File: config.mk
export PLATFORM = sky130hd
export DESIGN_NAME = peripheral_interrupt_vectoring
export DESIGN_NICKNAME = d
export VERILOG_FILES = /design/src/rtl/axil_regs.v /design/src/rtl/peripheral_interrupt_vectoring.v /design/src/rtl/priority_pick.v
export VERILOG_INCLUDE_DIRS = /design/src /design/src/include
export SDC_FILE = /design/constraint.sdc
export NUM_CORES = 1
export LEC_CHECK = 0
export BUFFER_PORTS_ARGS = -buffer_cell sky130_fd_sc_hd__buf_2
export CORE_MARGIN = 2
export CORE_UTILIZATION = 32
export DETAILED_ROUTE_END_ITERATION = 10
export SLEW_MARGIN = 20
export SYNTH_ARGS = -nofsm -noshare
export SYNTH_HDL_FRONTEND = slang
export SYNTH_SLANG_ARGS = --single-unit
File: constraint.sdc
create_clock -name core_clk_i -period 3.2 [get_ports core_clk_i]
set_input_delay 0.64 -clock core_clk_i [delete_from_list [all_inputs] [get_ports core_clk_i]]
set_output_delay 0.64 -clock core_clk_i [all_outputs]
set_load 0.05 [all_outputs]
File: src/include/vector_map.vh
// register offsets, vector offsets and field positions for the interrupt vectoring block
`ifndef VECTOR_MAP_VH
`define VECTOR_MAP_VH

// ===========================================================================
// register indices (printed offsets are word indices)
`define IDX_SYSTEM_VECTOR 16'h701E
`define IDX_GROUP_C_VECTOR 16'h7431
`define IDX_GROUP_A_VECTOR 16'h7432
`define IDX_GROUP_B_VECTOR 16'h7434
`define IDX_CONTROL 16'h7440
`define IDX_IRQ_STATUS 16'h7441
`define IDX_IRQ_MASK 16'h7442
`define IDX_PENDING 16'h7443

// ===========================================================================
// core vector locations
`define LOC_NMI 16'h0024
`define LOC_LEVEL_ONE 16'h0002
`define LOC_LEVEL_SIX 16'h000C
`define LOC_STEP 16'h0002

// ===========================================================================
// peripheral vector offsets
`define VEC_PHANTOM 16'h0000
`define VEC_PIN_1 16'h0002
`define VEC_PIN_2 16'h0011
`define VEC_PIN_3 16'h001F
`define VEC_WATCHDOG 16'h0010
`define VEC_POWER_FAULT 16'h0020
`define VEC_COMPARE_1 16'h0021
`define VEC_TIMER2_PERIOD 16'h002B
`define VEC_TIMER2_COMPARE 16'h002C
`define VEC_CAPTURE_1 16'h0033
`define VEC_CONVERTER 16'h0004

// ===========================================================================
// control register fields and reset values
`define CTL_GLOBAL_MASK_BIT 9
`define CTL_PIN_HIGH_BIT 10
`define CTL_RESET 32'h0000_0200
`define VEC_RESET 16'h0000

// ===========================================================================
// source indices, highest priority first within each level, except that the converter wins over the pins when they share its level
`define SRC_PIN_1 0
`define SRC_PIN_2 1
`define SRC_PIN_3 2
`define SRC_WATCHDOG 3
`define SRC_POWER_FAULT 4
`define SRC_COMPARE_1 5
`define SRC_TIMER2_PERIOD 6
`define SRC_TIMER2_COMPARE 7
`define SRC_CAPTURE_1 8
`define SRC_CONVERTER 9
`define NUM_SOURCES 10

`endif

File: src/rtl/axil_regs.v
// axi4-lite slave front end: one write and one read at a time
module axil_regs (
    // clock and reset
    input wire core_clk_i,
    input wire srst_i,
    // write address and data
    input wire [16:0] awaddr_i,
    input wire awvalid_i,
    output reg awready_o,
    input wire [31:0] wdata_i,
    input wire [3:0] wstrb_i,
    input wire wvalid_i,
    output reg wready_o,
    // write response
    output reg [1:0] bresp_o,
    output reg bvalid_o,
    input wire bready_i,
    // read address and data
    input wire [16:0] araddr_i,
    input wire arvalid_i,
    output reg arready_o,
    output reg [31:0] rdata_o,
    output reg [1:0] rresp_o,
    output reg rvalid_o,
    input wire rready_i,
    // register side
    output reg wr_stb_o,
    output reg [14:0] wr_idx_o,
    output reg [31:0] wr_data_o,
    output reg [3:0] wr_strb_o,
    output wire rd_stb_o,
    output wire [14:0] rd_idx_o,
    input wire [31:0] rd_data_i,
    input wire rd_ok_i,
    input wire wr_ok_i
);
    reg aw_have_q;
    reg w_have_q;
    reg [14:0] aw_idx_q;
    reg [31:0] w_data_q;
    reg [3:0] w_strb_q;

    // ===================================================================
    // write path
    always @(posedge core_clk_i) begin
        if (srst_i) begin
            awready_o <= 1'b1;
            wready_o <= 1'b1;
            aw_have_q <= 1'b0;
            w_have_q <= 1'b0;
            aw_idx_q <= 15'h0000;
            w_data_q <= 32'h0000_0000;
            w_strb_q <= 4'h0;
            bvalid_o <= 1'b0;
            bresp_o <= 2'b00;
            wr_stb_o <= 1'b0;
            wr_idx_o <= 15'h0000;
            wr_data_o <= 32'h0000_0000;
            wr_strb_o <= 4'h0;
        end else begin
            wr_stb_o <= 1'b0;
            if (awvalid_i && awready_o) begin
                aw_have_q <= 1'b1;
                aw_idx_q <= awaddr_i[16:2];
                awready_o <= 1'b0;
            end
            if (wvalid_i && wready_o) begin
                w_have_q <= 1'b1;
                w_data_q <= wdata_i;
                w_strb_q <= wstrb_i;
                wready_o <= 1'b0;
            end
            if (aw_have_q && w_have_q && !bvalid_o && !wr_stb_o) begin
                wr_stb_o <= 1'b1;
                wr_idx_o <= aw_idx_q;
                wr_data_o <= w_data_q;
                wr_strb_o <= w_strb_q;
            end
            if (wr_stb_o) begin
                bvalid_o <= 1'b1;
                bresp_o <= wr_ok_i ? 2'b00 : 2'b10;
            end
            if (bvalid_o && bready_i) begin
                bvalid_o <= 1'b0;
                aw_have_q <= 1'b0;
                w_have_q <= 1'b0;
                awready_o <= 1'b1;
                wready_o <= 1'b1;
            end
        end
    end

    // ===================================================================
    // read path
    assign rd_stb_o = arvalid_i && arready_o;
    assign rd_idx_o = araddr_i[16:2];
    always @(posedge core_clk_i) begin
        if (srst_i) begin
            arready_o <= 1'b1;
            rvalid_o <= 1'b0;
            rdata_o <= 32'h0000_0000;
            rresp_o <= 2'b00;
        end else begin
            if (rd_stb_o) begin
                arready_o <= 1'b0;
                rvalid_o <= 1'b1;
                rdata_o <= rd_ok_i ? rd_data_i : 32'h0000_0000;
                rresp_o <= rd_ok_i ? 2'b00 : 2'b10;
            end else if (rvalid_o && rready_i) begin
                rvalid_o <= 1'b0;
                arready_o <= 1'b1;
            end
        end
    end
endmodule // axil_regs

File: src/rtl/peripheral_interrupt_vectoring.v
// interrupt vectoring: sources to six core levels, vector registers for groups A, B and C and one system vector shared by the other levels
`include "vector_map.vh"

module peripheral_interrupt_vectoring (
    // clock and reset
    input wire core_clk_i,
    input wire srst_i,
    // peripheral request lines
    input wire external_pin_request_1_i,
    input wire external_pin_request_2_i,
    input wire external_pin_request_3_i,
    input wire watchdog_timer_request_i,
    input wire power_drive_fault_request_i,
    input wire compare_one_request_i,
    input wire timer_two_period_request_i,
    input wire timer_two_compare_request_i,
    input wire capture_one_request_i,
    input wire converter_done_request_i,
    input wire nmi_pin_request_i,
    // core side
    input wire [5:0] level_mask_register_i,
    input wire level_ack_i,
    input wire [2:0] level_ack_num_i,
    input wire level_service_instruction_i,
    output reg [5:0] level_request_o,
    output reg nmi_request_o,
    output reg [15:0] level_location_o,
    output reg ack_taken_o,
    // axi4-lite slave
    input wire [16:0] s_axi_awaddr,
    input wire s_axi_awvalid,
    output wire s_axi_awready,
    input wire [31:0] s_axi_wdata,
    input wire [3:0] s_axi_wstrb,
    input wire s_axi_wvalid,
    output wire s_axi_wready,
    output wire [1:0] s_axi_bresp,
    output wire s_axi_bvalid,
    input wire s_axi_bready,
    input wire [16:0] s_axi_araddr,
    input wire s_axi_arvalid,
    output wire s_axi_arready,
    output wire [31:0] s_axi_rdata,
    output wire [1:0] s_axi_rresp,
    output wire s_axi_rvalid,
    input wire s_axi_rready,
    // interrupt
    output reg irq_o
);
    localparam NS = `NUM_SOURCES;

    // ===================================================================
    // state
    reg [NS-1:0] pend_q;
    reg [31:0] ctl_q;
    reg [15:0] sys_vec_q;
    reg [15:0] grp_a_vec_q;
    reg [15:0] grp_b_vec_q;
    reg [15:0] grp_c_vec_q;
    reg [2:0] irq_stat_q;
    reg [2:0] irq_mask_q;

    wire wr_stb;
    wire [14:0] wr_idx;
    wire [31:0] wr_data;
    wire [3:0] wr_strb;
    wire rd_stb;
    wire [14:0] rd_idx;
    reg [31:0] rd_data;
    reg rd_ok;
    reg wr_ok;

    wire global_mask_bit = ctl_q[`CTL_GLOBAL_MASK_BIT];
    wire pin_high = ctl_q[`CTL_PIN_HIGH_BIT];

    // ===================================================================
    // source to level routing
    wire [NS-1:0] src_in = {converter_done_request_i, capture_one_request_i,
                            timer_two_compare_request_i, timer_two_period_request_i,
                            compare_one_request_i, power_drive_fault_request_i,
                            watchdog_timer_request_i, external_pin_request_3_i,
                            external_pin_request_2_i, external_pin_request_1_i};
    wire [2:0] pin_lvl = pin_high ? 3'd0 : 3'd5;
    reg [2:0] src_lvl [0:NS-1];
    reg [15:0] src_vec [0:NS-1];
    always @* begin
        src_lvl[`SRC_PIN_1] = pin_lvl;
        src_lvl[`SRC_PIN_2] = pin_lvl;
        src_lvl[`SRC_PIN_3] = pin_lvl;
        src_lvl[`SRC_WATCHDOG] = 3'd0;
        src_lvl[`SRC_POWER_FAULT] = 3'd1;
        src_lvl[`SRC_COMPARE_1] = 3'd1;
        src_lvl[`SRC_TIMER2_PERIOD] = 3'd2;
        src_lvl[`SRC_TIMER2_COMPARE] = 3'd2;
        src_lvl[`SRC_CAPTURE_1] = 3'd3;
        src_lvl[`SRC_CONVERTER] = 3'd5;
        src_vec[`SRC_PIN_1] = `VEC_PIN_1;
        src_vec[`SRC_PIN_2] = `VEC_PIN_2;
        src_vec[`SRC_PIN_3] = `VEC_PIN_3;
        src_vec[`SRC_WATCHDOG] = `VEC_WATCHDOG;
        src_vec[`SRC_POWER_FAULT] = `VEC_POWER_FAULT;
        src_vec[`SRC_COMPARE_1] = `VEC_COMPARE_1;
        src_vec[`SRC_TIMER2_PERIOD] = `VEC_TIMER2_PERIOD;
        src_vec[`SRC_TIMER2_COMPARE] = `VEC_TIMER2_COMPARE;
        src_vec[`SRC_CAPTURE_1] = `VEC_CAPTURE_1;
        src_vec[`SRC_CONVERTER] = `VEC_CONVERTER;
    end

    // per source: pending and on acknowledged level
    wire [NS-1:0] on_ack;
    wire [NS-1:0] grant;
    wire any_grant;
    wire conv_on_ack = pend_q[`SRC_CONVERTER] && (src_lvl[`SRC_CONVERTER] == level_ack_num_i);
    genvar g;
    generate
        for (g = 0; g < NS; g = g + 1) begin : g_src
            assign on_ack[g] = pend_q[g] && (src_lvl[g] == level_ack_num_i) &&
                               !((g <= `SRC_PIN_3) && conv_on_ack);
        end
    endgenerate

    priority_pick #(
        .N(NS)
    ) u_pick (
        .req_i(on_ack),
        .grant_o(grant),
        .any_o(any_grant)
    );

    reg [15:0] win_vec;
    integer i;
    always @* begin
        win_vec = `VEC_PHANTOM;
        for (i = 0; i < NS; i = i + 1) begin
            if (grant[i]) begin
                win_vec = src_vec[i];
            end
        end
    end

    wire lvl_ok = (level_ack_num_i < 3'd6) && level_mask_register_i[level_ack_num_i];
    wire ack_hw = level_ack_i && !level_service_instruction_i && !global_mask_bit && lvl_ok;
    wire ack_sw = level_ack_i && level_service_instruction_i && (level_ack_num_i < 3'd6);
    wire ack_any = ack_hw || ack_sw;
    wire serve = ack_hw && any_grant;
    wire [15:0] load_vec = serve ? win_vec : `VEC_PHANTOM;
    wire is_grp_a = (level_ack_num_i == 3'd1);
    wire is_grp_b = (level_ack_num_i == 3'd2);
    wire is_grp_c = (level_ack_num_i == 3'd3);

    // ===================================================================
    // pending, vectors, level requests
    reg [5:0] lvl_req_d;
    integer j;
    always @* begin
        lvl_req_d = 6'b00_0000;
        for (j = 0; j < NS; j = j + 1) begin
            if (src_in[j] && src_lvl[j] < 3'd6) begin
                lvl_req_d[src_lvl[j]] = 1'b1;
            end
        end
    end

    always @(posedge core_clk_i) begin
        if (srst_i) begin
            pend_q <= {NS{1'b0}};
            sys_vec_q <= `VEC_RESET;
            grp_a_vec_q <= `VEC_RESET;
            grp_b_vec_q <= `VEC_RESET;
            grp_c_vec_q <= `VEC_RESET;
            level_request_o <= 6'b00_0000;
            nmi_request_o <= 1'b0;
            level_location_o <= 16'h0000;
            ack_taken_o <= 1'b0;
        end else begin
            pend_q <= src_in & ~(grant & {NS{serve}});
            level_request_o <= lvl_req_d;
            nmi_request_o <= nmi_pin_request_i;
            ack_taken_o <= ack_any;
            if (ack_any) begin
                level_location_o <= `LOC_LEVEL_ONE + {level_ack_num_i, 1'b0};
                if (is_grp_a) begin
                    grp_a_vec_q <= load_vec;
                end else if (is_grp_b) begin
                    grp_b_vec_q <= load_vec;
                end else if (is_grp_c) begin
                    grp_c_vec_q <= load_vec;
                end else begin
                    sys_vec_q <= load_vec;
                end
            end else if (nmi_pin_request_i) begin
                level_location_o <= `LOC_NMI;
            end
        end
    end

    // ===================================================================
    // register bus
    axil_regs u_bus (
        .core_clk_i(core_clk_i),
        .srst_i(srst_i),
        .awaddr_i(s_axi_awaddr),
        .awvalid_i(s_axi_awvalid),
        .awready_o(s_axi_awready),
        .wdata_i(s_axi_wdata),
        .wstrb_i(s_axi_wstrb),
        .wvalid_i(s_axi_wvalid),
        .wready_o(s_axi_wready),
        .bresp_o(s_axi_bresp),
        .bvalid_o(s_axi_bvalid),
        .bready_i(s_axi_bready),
        .araddr_i(s_axi_araddr),
        .arvalid_i(s_axi_arvalid),
        .arready_o(s_axi_arready),
        .rdata_o(s_axi_rdata),
        .rresp_o(s_axi_rresp),
        .rvalid_o(s_axi_rvalid),
        .rready_i(s_axi_rready),
        .wr_stb_o(wr_stb),
        .wr_idx_o(wr_idx),
        .wr_data_o(wr_data),
        .wr_strb_o(wr_strb),
        .rd_stb_o(rd_stb),
        .rd_idx_o(rd_idx),
        .rd_data_i(rd_data),
        .rd_ok_i(rd_ok),
        .wr_ok_i(wr_ok)
    );

    always @* begin
        rd_ok = 1'b1;
        rd_data = 32'h0000_0000;
        case ({1'b0, rd_idx})
            `IDX_SYSTEM_VECTOR: rd_data = {16'h0000, sys_vec_q};
            `IDX_GROUP_A_VECTOR: rd_data = {16'h0000, grp_a_vec_q};
            `IDX_GROUP_B_VECTOR: rd_data = {16'h0000, grp_b_vec_q};
            `IDX_GROUP_C_VECTOR: rd_data = {16'h0000, grp_c_vec_q};
            `IDX_CONTROL: rd_data = ctl_q;
            `IDX_IRQ_STATUS: rd_data = {29'h0000_0000, irq_stat_q};
            `IDX_IRQ_MASK: rd_data = {29'h0000_0000, irq_mask_q};
            `IDX_PENDING: rd_data = {{(32 - NS){1'b0}}, pend_q};
            default: rd_ok = 1'b0;
        endcase
        case ({1'b0, wr_idx})
            `IDX_CONTROL: wr_ok = 1'b1;
            `IDX_IRQ_MASK: wr_ok = 1'b1;
            default: wr_ok = 1'b0;
        endcase
    end

    // ===================================================================
    // control, interrupt status and mask
    wire [2:0] ev = {ack_any && !serve, serve, ack_any};
    wire stat_rd = rd_stb && ({1'b0, rd_idx} == `IDX_IRQ_STATUS);
    always @(posedge core_clk_i) begin
        if (srst_i) begin
            ctl_q <= `CTL_RESET;
            irq_stat_q <= 3'b000;
            irq_mask_q <= 3'b000;
            irq_o <= 1'b0;
        end else begin
            if (wr_stb && wr_ok && ({1'b0, wr_idx} == `IDX_CONTROL) && wr_strb[1]) begin
                ctl_q[`CTL_PIN_HIGH_BIT:`CTL_GLOBAL_MASK_BIT] <=
                    wr_data[`CTL_PIN_HIGH_BIT:`CTL_GLOBAL_MASK_BIT];
            end
            // hardware acknowledge sets global mask, wins over write
            if (ack_hw) begin
                ctl_q[`CTL_GLOBAL_MASK_BIT] <= 1'b1;
            end
            if (wr_stb && wr_ok && ({1'b0, wr_idx} == `IDX_IRQ_MASK) && wr_strb[0]) begin
                irq_mask_q <= wr_data[2:0];
            end
            // set wins over read clear
            irq_stat_q <= (stat_rd ? 3'b000 : irq_stat_q) | ev;
            irq_o <= |(((stat_rd ? 3'b000 : irq_stat_q) | ev) & irq_mask_q);
        end
    end
endmodule // peripheral_interrupt_vectoring

File: src/rtl/priority_pick.v
// fixed priority picker: lowest set index wins
module priority_pick #(
    parameter N = 10
) (
    // request bits
    input wire [N-1:0] req_i,
    // one-hot grant and any flag
    output reg [N-1:0] grant_o,
    output reg any_o
);
    integer k;
    reg found;
    always @* begin
        found = 1'b0;
        grant_o = {N{1'b0}};
        for (k = 0; k < N; k = k + 1) begin
            if (req_i[k] && !found) begin
                grant_o[k] = 1'b1;
                found = 1'b1;
            end
        end
        any_o = found;
    end
endmodule // priority_pick
==> flow_summary_export.csv, run 1 <==
group,metric,value,unit
grt,largest_net_degree_at_the_start_of_global_routing,49,
critical_path,worst-endpoint-arrival,2.97,ns
run,max-cap-violations,0,
synthesis,synth_edf_count,0,
critical_path,end_kind,"register",
clocking,cts-root-to-sink-buffers,2,
synthesis,seq_cells_post_synth,120,
sta,setup_viol,0,
cells_and_area,num_antenna_cells,0,
status,outcome,"finished clean",
power_and_ir_drop,power.switching_fraction,0.2656,
floorplan,die_height,134.0,um
placement,placedCellCount,953,
floorplan,core_area,0.01652,mm2
power_and_ir_drop,p_per_area,588.5,mW/mm2
power_and_ir_drop,total_leakage_power,2.618,nW
placement,placement.io_buffers,96,
synthesis,ys_warn_count,0,
placement,gp_congestion,0.8888,
critical_path,crit_path_max_fanout,9,
cells_and_area,synthToLayoutAreaGrowth,22.89,%
cells_and_area,finish.net_count,856,
sta,rsz_0062_raised_after_global_routing,"no",
synthesis,post_synth.cell_area_avg,8.292,um2
clocking,insertion_delay,0.42,ns
routing,ant_nets,0,
floorplan,number_of_rows_created_at_floorplan,47,
grt,gr_overflow_total,0,
clocking,post_cts_hold_buffer_count,0,
grt,grt_pass1_vias,4492,
grt,grt_antenna_before_repair,0,
sta,slew-limit-headroom,0.4129,
synthesis,synthesis.instances,652,
power_and_ir_drop,vdd_ir_drop_max,380.2,uV
routing,wl_per_cell,14.20,um
cells_and_area,drive_gt1_frac,0.2055,
synthesis,yosysTopAreaCellShare,0.4443,
clocking,post-cts-setup-buffer-count,0,
critical_path,crit_required,3.53,ns
routing,detail_route.drc_violations,0,
critical_path,worstSetupStartpointType,"input pin",
synthesis,yosys-top-cells-area,"sky130_fd_sc_hd__dfxtp_1 (44%), sky130_fd_sc_hd__nand2_1 (7.8%), sky130_fd_sc_hd__a21oi_1 (6.8%)",
routing,routed-via-count,4783,
synthesis,synth_top_area_cell,"sky130_fd_sc_hd__dfxtp_1",
clocking,cts_tree,"yes",
placement,detailedPlacementHpwl,10.11,mm
power_and_ir_drop,total_power_consumption_of_the_routed_design,3.910,mW
grt,track_usage,0.1620,
sta,max_slew.worst_pin.slew,0.8781,ns
synthesis,synth-async-reset-ratio,0,
sta,slew_violations,0,
routing,drt_first_iter_violations,266,
clocking,path_clk_slew,0.06,ns
clocking,cts_root_buf,"sky130_fd_sc_hd__clkbuf_16",
synthesis,synth_seq_area_share,0.4443,
clocking,cts_buffers,17,
power_and_ir_drop,internal_power,2.872,mW
sta,timing.final.crit_share,0.8247,
routing,drt-pass1-iter-count,6,
floorplan,dieArea,0.01795,mm2
synthesis,synth_flop_cell,"sky130_fd_sc_hd__dfxtp_1",
sta,fin_setup_tns,0,ns
power_and_ir_drop,power.share.sequential,0.403,
min_path,hp-class,"in2reg",
sta,fin_hold_viols,0,
synthesis,synth_area,0.005406,mm2
floorplan,fp.dieW,134.0,um
synthesis,synth.distinct_cells,64,
grt,grt_first_pass_wirelength,22.89,mm
sta,worst_clock_skew,0.01033,ns
routing,route.detailed.vias_per_inst,4.861,
floorplan,initial_core_utilization,0.3272,
routing,routed_wl,13.97,mm
floorplan,boundary_pins,165,
power_and_ir_drop,clkPwrFrac,0.490,
clocking,cts.sinks,120,
sta,timing.fmax,0.3789,GHz
sta,finalWorstPathRequiredPeriod,2.639,ns
clocking,post_cts_resize_count,0,
power_and_ir_drop,p_sw,1.038,mW
critical_path,critPathKind,"in2reg",
cells_and_area,layoutNonFillerInstCount,984,
power_and_ir_drop,portion_of_total_power_attributed_to_combinational_logic,0.107,
clocking,htreeDepth,4,
==> worst max-delay path, stage by stage <==
cell                       delay [ns]
sky130_fd_sc_hd__buf_2           0.09
sky130_fd_sc_hd__or4b_1          0.53
sky130_fd_sc_hd__or4_1           0.70
sky130_fd_sc_hd__nor3_1          0.42
sky130_fd_sc_hd__a22oi_1         0.12
sky130_fd_sc_hd__a31o_1          0.25
sky130_fd_sc_hd__a211oi_1        0.22
==> metrics by stage <==
stage          hold slack (ns)    util  setup slack (ns)  area [um2]
5_1_grt                 0.4310  0.4021            0.4375        6644
3_3_place_gp            0.4394  0.3665            0.1958        6057
2_1_floorplan           0.4311       -            0.4993        5534
3_5_place_dp            0.4405  0.3665            0.1739        6057
4_1_cts                 0.4031  0.4021            0.6069        6644
6_report                0.4193  0.4021            0.5609        6644
==> routing by layer <==
metal  GRT usage  wire length (um)  up-vias
li1            -                 -     2425
met1      0.2108              6582     2214
met2      0.2481              6347      126
met3     0.05669               786       18
met4     0.05910               253        0
met5           0                 0        -
==> registers in the layout (all words and copies together), names as in the netlist, 6 cells and up <==
name            flops
grp_a_vec_q         6
grp_b_vec_q         6
grp_c_vec_q         6
pend_q             10
sys_vec_q           6
u_bus.aw_idx_q     15
u_bus.rdata_o      11
u_bus.wr_idx_o     15
==> placed cells by master (no fill, tap or decap), types with 7 or more instances in the layout <==
cell type	instances
sky130_fd_sc_hd__nand2b_1	16
sky130_fd_sc_hd__conb_1	35
sky130_fd_sc_hd__nand3_1	16
sky130_fd_sc_hd__a211oi_1	7
sky130_fd_sc_hd__a22oi_1	8
sky130_fd_sc_hd__o21ai_0	15
sky130_fd_sc_hd__nor3_1	11
sky130_fd_sc_hd__nor2b_1	9
sky130_fd_sc_hd__nand2_1	113
sky130_fd_sc_hd__dfxtp_1	120
sky130_fd_sc_hd__mux2i_1	17
sky130_fd_sc_hd__inv_1	16
sky130_fd_sc_hd__a21oi_1	73
sky130_fd_sc_hd__buf_2	95
sky130_fd_sc_hd__nor2_1	55
sky130_fd_sc_hd__clkbuf_16	17
sky130_fd_sc_hd__buf_4	19
==> power groups by stage <==
| stage | Sequential, mW | Combinational (mW) | Clock [mW] |
|---|---|---|---|
| final | 1.57 | 0.418 | 1.92 |
| after global routing | 1.58 | 0.457 | 2.03 |
| after global placement | 1.61 | 0.416 | 0 |
| after CTS | 1.57 | 0.421 | 1.96 |
| after detailed placement | 1.61 | 0.420 | 0 |
| after floorplan | 1.66 | 0.283 | 0 |
==> area by class of cell <==
| class | count | area (um2) |
|---|---|---|
| clock inverters | 11 | 150.1 |
| flip-flops and latches | 120 | 2402 |
| repair buffers | 115 | 638.1 |
| clock buffers | 20 | 436.7 |
| multi-input cells | 482 | 2681 |
| well taps | 220 | 275.3 |
| inverters | 16 | 60.06 |
| fillers | 1703 | 9881 |
==> cells by family after synthesis <==
kind of cell    after synthesis  synth area share
mux                          18           0.03356
simple gates                272            0.2465
other cells                   1         0.0006936
fa+ha+maj                     5           0.01157
buf+inv                      84           0.08424
compound gates              151            0.1775
xor+xnor                      1          0.001620
flops                       120            0.4443
==> worst paths after layout <==
path,startpoint,end,slack [ns],cells after the start
worst max-delay path,s_axi_araddr[11],u_bus.rdata_o[1]$_SDFFE_PP0P_,0.56,7
worst min-delay path,s_axi_awvalid,u_bus.awready_o$_SDFFE_PP1P_,0.42,2
worst max register to register,ctl_q[10]$_SDFFE_PP0P_,grp_b_vec_q[2]$_SDFFE_PP0P_,1.09,6
worst min register to register,u_bus.rdata_o[10]$_SDFFE_PP0P_,u_bus.rdata_o[10]$_SDFFE_PP0P_,0.45,2
==> cell usage after synthesis, drive strengths merged, types with 5 or more instances <==
master  instances
dfxtp         120
buf            44
nor2b           9
nor2           55
ha              5
nor3b           6
nand2b         16
or3             6
nand2         113
nor4b           7
a211oi          9
o21ai          16
o32ai           5
nor3           12
mux2i          17
nor4            6
clkbuf         24
a21oi          73
nand3          16
inv            16
a311oi          5
a22oi           8
No activity file was read; power rests on OpenSTA's default activity.
==> inputs of run 2 (changes only) <==
==> constraint.sdc (replaced) <==
create_clock -name core_clk_i -period 2.75 [get_ports core_clk_i]
set_input_delay 0.55 -clock core_clk_i [delete_from_list [all_inputs] [get_ports core_clk_i]]
set_output_delay 0.55 -clock core_clk_i [all_outputs]
set_load 0.05 [all_outputs]
==> run 2 against run 1 <==
  * Sequential power increased by 17%
  * Count of clock-buffer cells in the layout unchanged
  * Routed wire length increased by 1.9%
  * Critical endpoint unchanged
  * Highest routed layer unchanged
==> flow_summary_export.csv, run 2 (synthesis results as in run 1) <==
group,metric,value,unit
power_and_ir_drop,vdd_ir_drop_max,475.0,uV
sta,timing.final.crit_share,0.8837,
sta,slew_violations,0,
critical_path,worstSetupPathDepth,8,
floorplan,core_area,0.01652,mm2
critical_path,worst-endpoint-arrival,2.76,ns
placement,detailedPlacementHpwl,10.33,mm
power_and_ir_drop,p_sw,1.253,mW
sta,fin_setup_tns,0,ns
power_and_ir_drop,power.share.sequential,0.401,
grt,grt_antenna_before_repair,0,
critical_path,path_buf_inv,2,
cells_and_area,most-common-layout-cells,"sky130_fd_sc_hd__dfxtp_1 (120), sky130_fd_sc_hd__nand2_1 (113), sky130_fd_sc_hd__buf_2 (95)",
power_and_ir_drop,clkPwrFrac,0.491,
cells_and_area,multiInputGateArea,0.002681,mm2
cells_and_area,finish.net_count,870,
floorplan,fp.dieW,134.0,um
critical_path,critPathKind,"in2reg",
min_path,min_path_cells,2,
sta,finalWorstPathRequiredPeriod,2.430,ns
power_and_ir_drop,power.switching_fraction,0.2740,
grt,grt_first_pass_wirelength,23.16,mm
status,outcome,"finished clean",
grt,gr_overflow_total,0,
floorplan,die_height,134.0,um
cells_and_area,seq_area,0.002402,mm2
cells_and_area,num_antenna_cells,0,
cells_and_area,mostFrequentLayoutCell,"sky130_fd_sc_hd__dfxtp_1",
floorplan,number_of_rows_created_at_floorplan,47,
grt,grt_pass1_vias,4540,
routing,ant_nets,0,
sta,hold_ws,0.3373,ns
floorplan,dieArea,0.01795,mm2
clocking,path_clk_slew,0.06,ns
cells_and_area,top_regs,"u_bus.aw_idx_q x15, u_bus.wr_idx_o x15, u_bus.rdata_o x11",
sta,worst_clock_skew,0.008353,ns
power_and_ir_drop,p_per_area,676.4,mW/mm2
sta,fin_hold_viols,0,
clocking,cts-root-to-sink-buffers,2,
critical_path,crit_path_max_fanout,7,
placement,gp_congestion,0.8290,
critical_path,end_kind,"register",
placement,placement.io_buffers,96,
routing,wl_per_cell,14.25,um
routing,drt-pass1-iter-count,5,
cells_and_area,fillers,1699,
sta,setup_viol,0,
power_and_ir_drop,portion_of_total_power_attributed_to_combinational_logic,0.108,
routing,drt_first_iter_violations,325,
clocking,cts_buffers,17,
clocking,insertion_delay,0.42,ns
critical_path,cell_by_cell_trace_of_the_critical_path,"buf_2, or4b_1, or4_1, buf_4, nor3_1, a22oi_1, a31o_1, a211oi_1",
clocking,cts_root_buf,"sky130_fd_sc_hd__clkbuf_16",
critical_path,cp_peak_stage_delay,0.53,ns
sta,slew-limit-headroom,0.3973,
clocking,post_cts_resize_count,0,
clocking,htreeDepth,4,
power_and_ir_drop,internal_power,3.320,mW
floorplan,boundary_pins,165,
critical_path,worst_r2r_path_depth,7,
clocking,cts_tree,"yes",
min_path,hp-class,"in2reg",
sta,timing.fmax,0.4115,GHz
critical_path,worstSetupStartpointType,"input pin",
critical_path,critical-path-top-delay-family,"simple AND/OR/NAND/NOR gates",
clocking,cts.sinks,120,
routing,detail_route.drc_violations,0,
sta,max_slew.worst_pin.slew,0.9016,ns
clocking,post_cts_hold_buffer_count,0,
grt,largest_net_degree_at_the_start_of_global_routing,65,
grt,track_usage,0.1634,
power_and_ir_drop,total_leakage_power,2.694,nW
critical_path,crit_required,3.08,ns
cells_and_area,drive_gt1_frac,0.2234,
cells_and_area,synthToLayoutAreaGrowth,25.04,%
routing,routed-via-count,4840,
routing,routed_wl,14.24,mm
routing,route.detailed.vias_per_inst,4.845,
critical_path,cp_slowest_cell,"sky130_fd_sc_hd__or4b_1",
floorplan,initial_core_utilization,0.3272,
sta,rsz_0062_raised_after_global_routing,"no",
clocking,post-cts-setup-buffer-count,0,
run,max-cap-violations,0,
-- run 2: cell type report --
type,count,share of cell area
multi-input combinational,482,0.3966
sequential,120,0.3554
timing repair buffer,129,0.1099
clock buffer,20,0.06756
tap,220,0.04072
clock inverter,12,0.02091
inverter,16,0.008884
-- run 2: worst paths after layout --
kind	from	to	slack (ns)
setup / recovery	s_axi_araddr[11]	u_bus.rdata_o[1]$_SDFFE_PP0P_	0.32
hold / removal	s_axi_awvalid	u_bus.awready_o$_SDFFE_PP1P_	0.34
setup reg to reg	ctl_q[10]$_SDFFE_PP0P_	sys_vec_q[0]$_SDFFE_PP0P_	0.60
hold reg to reg	u_bus.rdata_o[7]$_SDFFE_PP0P_	u_bus.rdata_o[7]$_SDFFE_PP0P_	0.45
-- run 2: power by group through the flow --
stage          clock [mW]  sequential (mW)  combinational (mW)
2_1_floorplan           0             1.93               0.329
5_1_grt              2.37             1.84               0.538
3_5_place_dp            0             1.87               0.494
3_3_place_gp            0             1.87               0.492
6_report             2.25             1.83               0.494
4_1_cts              2.28             1.83               0.495
-- run 2: layer usage --
layer / vias up / GRT usage / part of all wire
met4: 0 / 0.07033 / 0.023
met2: 143 / 0.2493 / 0.45
li1: 2458 / - / -
met3: 22 / 0.04384 / 0.051
met5: - / 0 / 0
met1: 2217 / 0.2177 / 0.48
-- run 2: stage by stage --
step,util,area [um2],power (mW),setup WS [ns],std cells
final,0.4091,6760,4.573,0.3198,999
after global routing,0.4091,6760,4.743,0.1411,999
after CTS,0.4091,6760,4.608,0.3468,999
after detailed placement,0.3729,6162,2.363,-0.07819,967
after global placement,0.3729,6162,2.361,-0.03359,967
after floorplan,-,5534,2.256,0.1393,686
==> inputs of run 3 (changes only) <==
--- a/config.mk
+++ b/config.mk
@@ -9,7 +9,9 @@
 export BUFFER_PORTS_ARGS = -buffer_cell sky130_fd_sc_hd__buf_2
 export CORE_MARGIN = 2
 export CORE_UTILIZATION = 32
+export CTS_BUF_LIST = sky130_fd_sc_hd__clkbuf_2
 export DETAILED_ROUTE_END_ITERATION = 10
+export HOLD_SLACK_MARGIN = 0.12
 export SLEW_MARGIN = 20
 export SYNTH_ARGS = -nofsm -noshare
 export SYNTH_HDL_FRONTEND = slang
==> run 3 against run 2 <==
  * Setup slack gained 0.24 ns
  * Register-to-register slack lost 0.04 ns
  * Clock power shrank 48%
  * Routed wire length grew 2.2%
  * Sequential power is essentially flat
  * Sequential cell count is the same
  * Count of clock-buffer cells in the layout shrank 2
  * Sequential share of layout area shrank 0.54 points
  * Critical path type is now reg2reg
  * Critical endpoint is now sys_vec_q[0]$_SDFFE_PP0P_
  * Largest cell class unchanged
==> flow_summary_export.csv, run 3 (synthesis results as in run 1) <==
group,metric,value,unit
floorplan,die_height,134.0,um
clocking,cts_root_buf,"sky130_fd_sc_hd__clkbuf_2",
grt,grt_first_pass_wirelength,23.69,mm
cells_and_area,top_regs,"u_bus.aw_idx_q x15, u_bus.wr_idx_o x15, u_bus.rdata_o x11",
min_path,timing.hold.worst.start,"s_axi_bready",
routing,route.detailed.vias_per_inst,4.815,
power_and_ir_drop,vdd_ir_drop_max,324.4,uV
placement,placed_area,0.006162,mm2
critical_path,cp_peak_stage_delay,0.51,ns
critical_path,worst_r2r_path_depth,7,
critical_path,end_kind,"register",
routing,routed_wl,14.55,mm
floorplan,boundary_pins,165,
floorplan,fp.dieW,134.0,um
status,outcome,"finished clean",
cells_and_area,synthToLayoutAreaGrowth,26.96,%
clocking,insertion_delay,0.72,ns
power_and_ir_drop,p_per_area,515.0,mW/mm2
power_and_ir_drop,total_leakage_power,2.725,nW
power_and_ir_drop,power.share.sequential,0.519,
sta,fin_hold_viols,0,
grt,track_usage,0.1674,
cells_and_area,final_cell_area,0.006864,mm2
routing,wl_per_cell,13.91,um
cells_and_area,fillers,1705,
routing,drt-pass1-iter-count,5,
power_and_ir_drop,clkPwrFrac,0.327,
critical_path,critPathKind,"reg2reg",
power_and_ir_drop,power.switching_fraction,0.3217,
cells_and_area,mostFrequentLayoutCell,"sky130_fd_sc_hd__dfxtp_1",
floorplan,dieArea,0.01795,mm2
sta,worst_clock_skew,0.03106,ns
min_path,min_path_cells,3,
placement,gp_congestion,0.8290,
grt,grt_antenna_before_repair,1,
sta,rsz_0062_raised_after_global_routing,"no",
critical_path,worst-endpoint-arrival,2.82,ns
grt,gr_overflow_total,0,
critical_path,cp-startpoint,"ctl_q[10]$_SDFFE_PP0P_",
power_and_ir_drop,total_power_consumption_of_the_routed_design,3.535,mW
min_path,min_to,"u_bus.aw_have_q$_SDFFE_PP0P_",
cells_and_area,post-route-util,0.4154,
cells_and_area,drive_gt1_frac,0.2097,
cells_and_area,finish.net_count,916,
power_and_ir_drop,portion_of_total_power_attributed_to_combinational_logic,0.154,
clocking,path_clk_slew,0.21,ns
routing,routed-via-count,5036,
grt,largest_net_degree_at_the_start_of_global_routing,65,
power_and_ir_drop,p_sw,1.137,mW
routing,ant_nets,0,
sta,slew-limit-headroom,0.3932,
grt,grt_pass1_vias,4695,
sta,slew_violations,0,
placement,place_worst_setup_slack,-0.07819,ns
clocking,post_cts_resize_count,0,
floorplan,number_of_rows_created_at_floorplan,47,
placement,placedCellCount,967,
sta,layout_setup_ws,0.5596,ns
power_and_ir_drop,internal_power,2.398,mW
routing,detail_route.drc_violations,0,
clocking,cts_tree,"yes",
clocking,post_cts_hold_buffer_count,46,
critical_path,worstSetupStartpointType,"register",
clocking,post-cts-setup-buffer-count,0,
clocking,cts_buffers,17,
cells_and_area,most-common-layout-cells,"sky130_fd_sc_hd__dfxtp_1 (120), sky130_fd_sc_hd__nand2_1 (113), sky130_fd_sc_hd__buf_2 (95)",
critical_path,reg2reg_from,"ctl_q[10]$_SDFFE_PP0P_",
cells_and_area,layoutNonFillerInstCount,1046,
critical_path,cell_by_cell_trace_of_the_critical_path,"nor2b_1, a32o_1, a211oi_1, buf_4, or2_2, or3_1, a21oi_1",
floorplan,core_area,0.01652,mm2
clocking,cts.sinks,120,
placement,placement.io_buffers,96,
sta,setup_viol,0,
sta,max_slew.worst_pin.slew,0.9076,ns
sta,timing.final.crit_share,0.7965,
min_path,hp-class,"in2reg",
clocking,cts-root-to-sink-buffers,2,
critical_path,cp_slowest_cell,"sky130_fd_sc_hd__dfxtp_1",
critical_path,worst-r2r-setup-slack,0.56,ns
clocking,htreeDepth,4,
run,max-cap-violations,0,
placement,detailedPlacementHpwl,10.33,mm
floorplan,initial_core_utilization,0.3272,
critical_path,crit_path_max_fanout,6,
critical_path,worstReg2RegEnd,"sys_vec_q[0]$_SDFFE_PP0P_",
sta,timing.fmax,0.4565,GHz
critical_path,crit_required,3.38,ns
routing,drt_first_iter_violations,256,
sta,finalWorstPathRequiredPeriod,2.190,ns
run 3: cell type report:
| class | count | area, um2 | area share |
|---|---|---|---|
| multi-input cells | 482 | 2681 | 0.3906 |
| diodes | 1 | 2.502 | 0.0003646 |
| well taps | 220 | 275.3 | 0.04010 |
| clock inverters | 14 | 148.9 | 0.02169 |
| inverters | 16 | 60.06 | 0.008750 |
| flip-flops and latches | 120 | 2402 | 0.3500 |
| clock buffers | 18 | 90.09 | 0.01312 |
| repair buffers | 175 | 1204 | 0.1754 |
run 3: worst max path at each step:
stage	cells after the start	to
after floorplan	7	u_bus.rdata_o[2]$_SDFFE_PP0P_
after global placement	8	u_bus.rdata_o[1]$_SDFFE_PP0P_
after detailed placement	8	u_bus.rdata_o[1]$_SDFFE_PP0P_
after CTS	1	s_axi_wready
after global routing	7	sys_vec_q[0]$_SDFFE_PP0P_
final	7	sys_vec_q[0]$_SDFFE_PP0P_
run 3: worst max-delay path, delay by kind of cell (launching register included):
family,cells,cell delay [ns]
compound gates,3,0.53
buf+inv,1,0.17
flops,1,0.51
simple gates,3,0.90
run 3: metrics by stage:
stage | hold slack [ns] | setup TNS [ns]
after floorplan | 0.4311 | 0
after global placement | 0.4393 | -0.05526
after detailed placement | 0.4400 | -0.2324
after CTS | 0.1296 | 0
after global routing | 0.1409 | 0
final | 0.1864 | 0
run 3: layer usage:
metal / up-vias / track usage / routed length (um)
li1: 2549 / - / -
met2: 145 / 0.2655 / 6748
met3: 21 / 0.04573 / 741
met1: 2321 / 0.2169 / 6767
met4: 0 / 0.06501 / 294
met5: - / 0 / 0
run 3: power groups by stage:
| stage | Sequential (mW) | Combinational (mW) | Clock [mW] |
|---|---|---|---|
| floorplan | 1.93 | 0.329 | 0 |
| global placement | 1.87 | 0.492 | 0 |
| detailed placement | 1.87 | 0.494 | 0 |
| CTS | 1.83 | 0.545 | 1.20 |
| global route | 1.84 | 0.593 | 1.28 |
| finish | 1.83 | 0.545 | 1.16 |
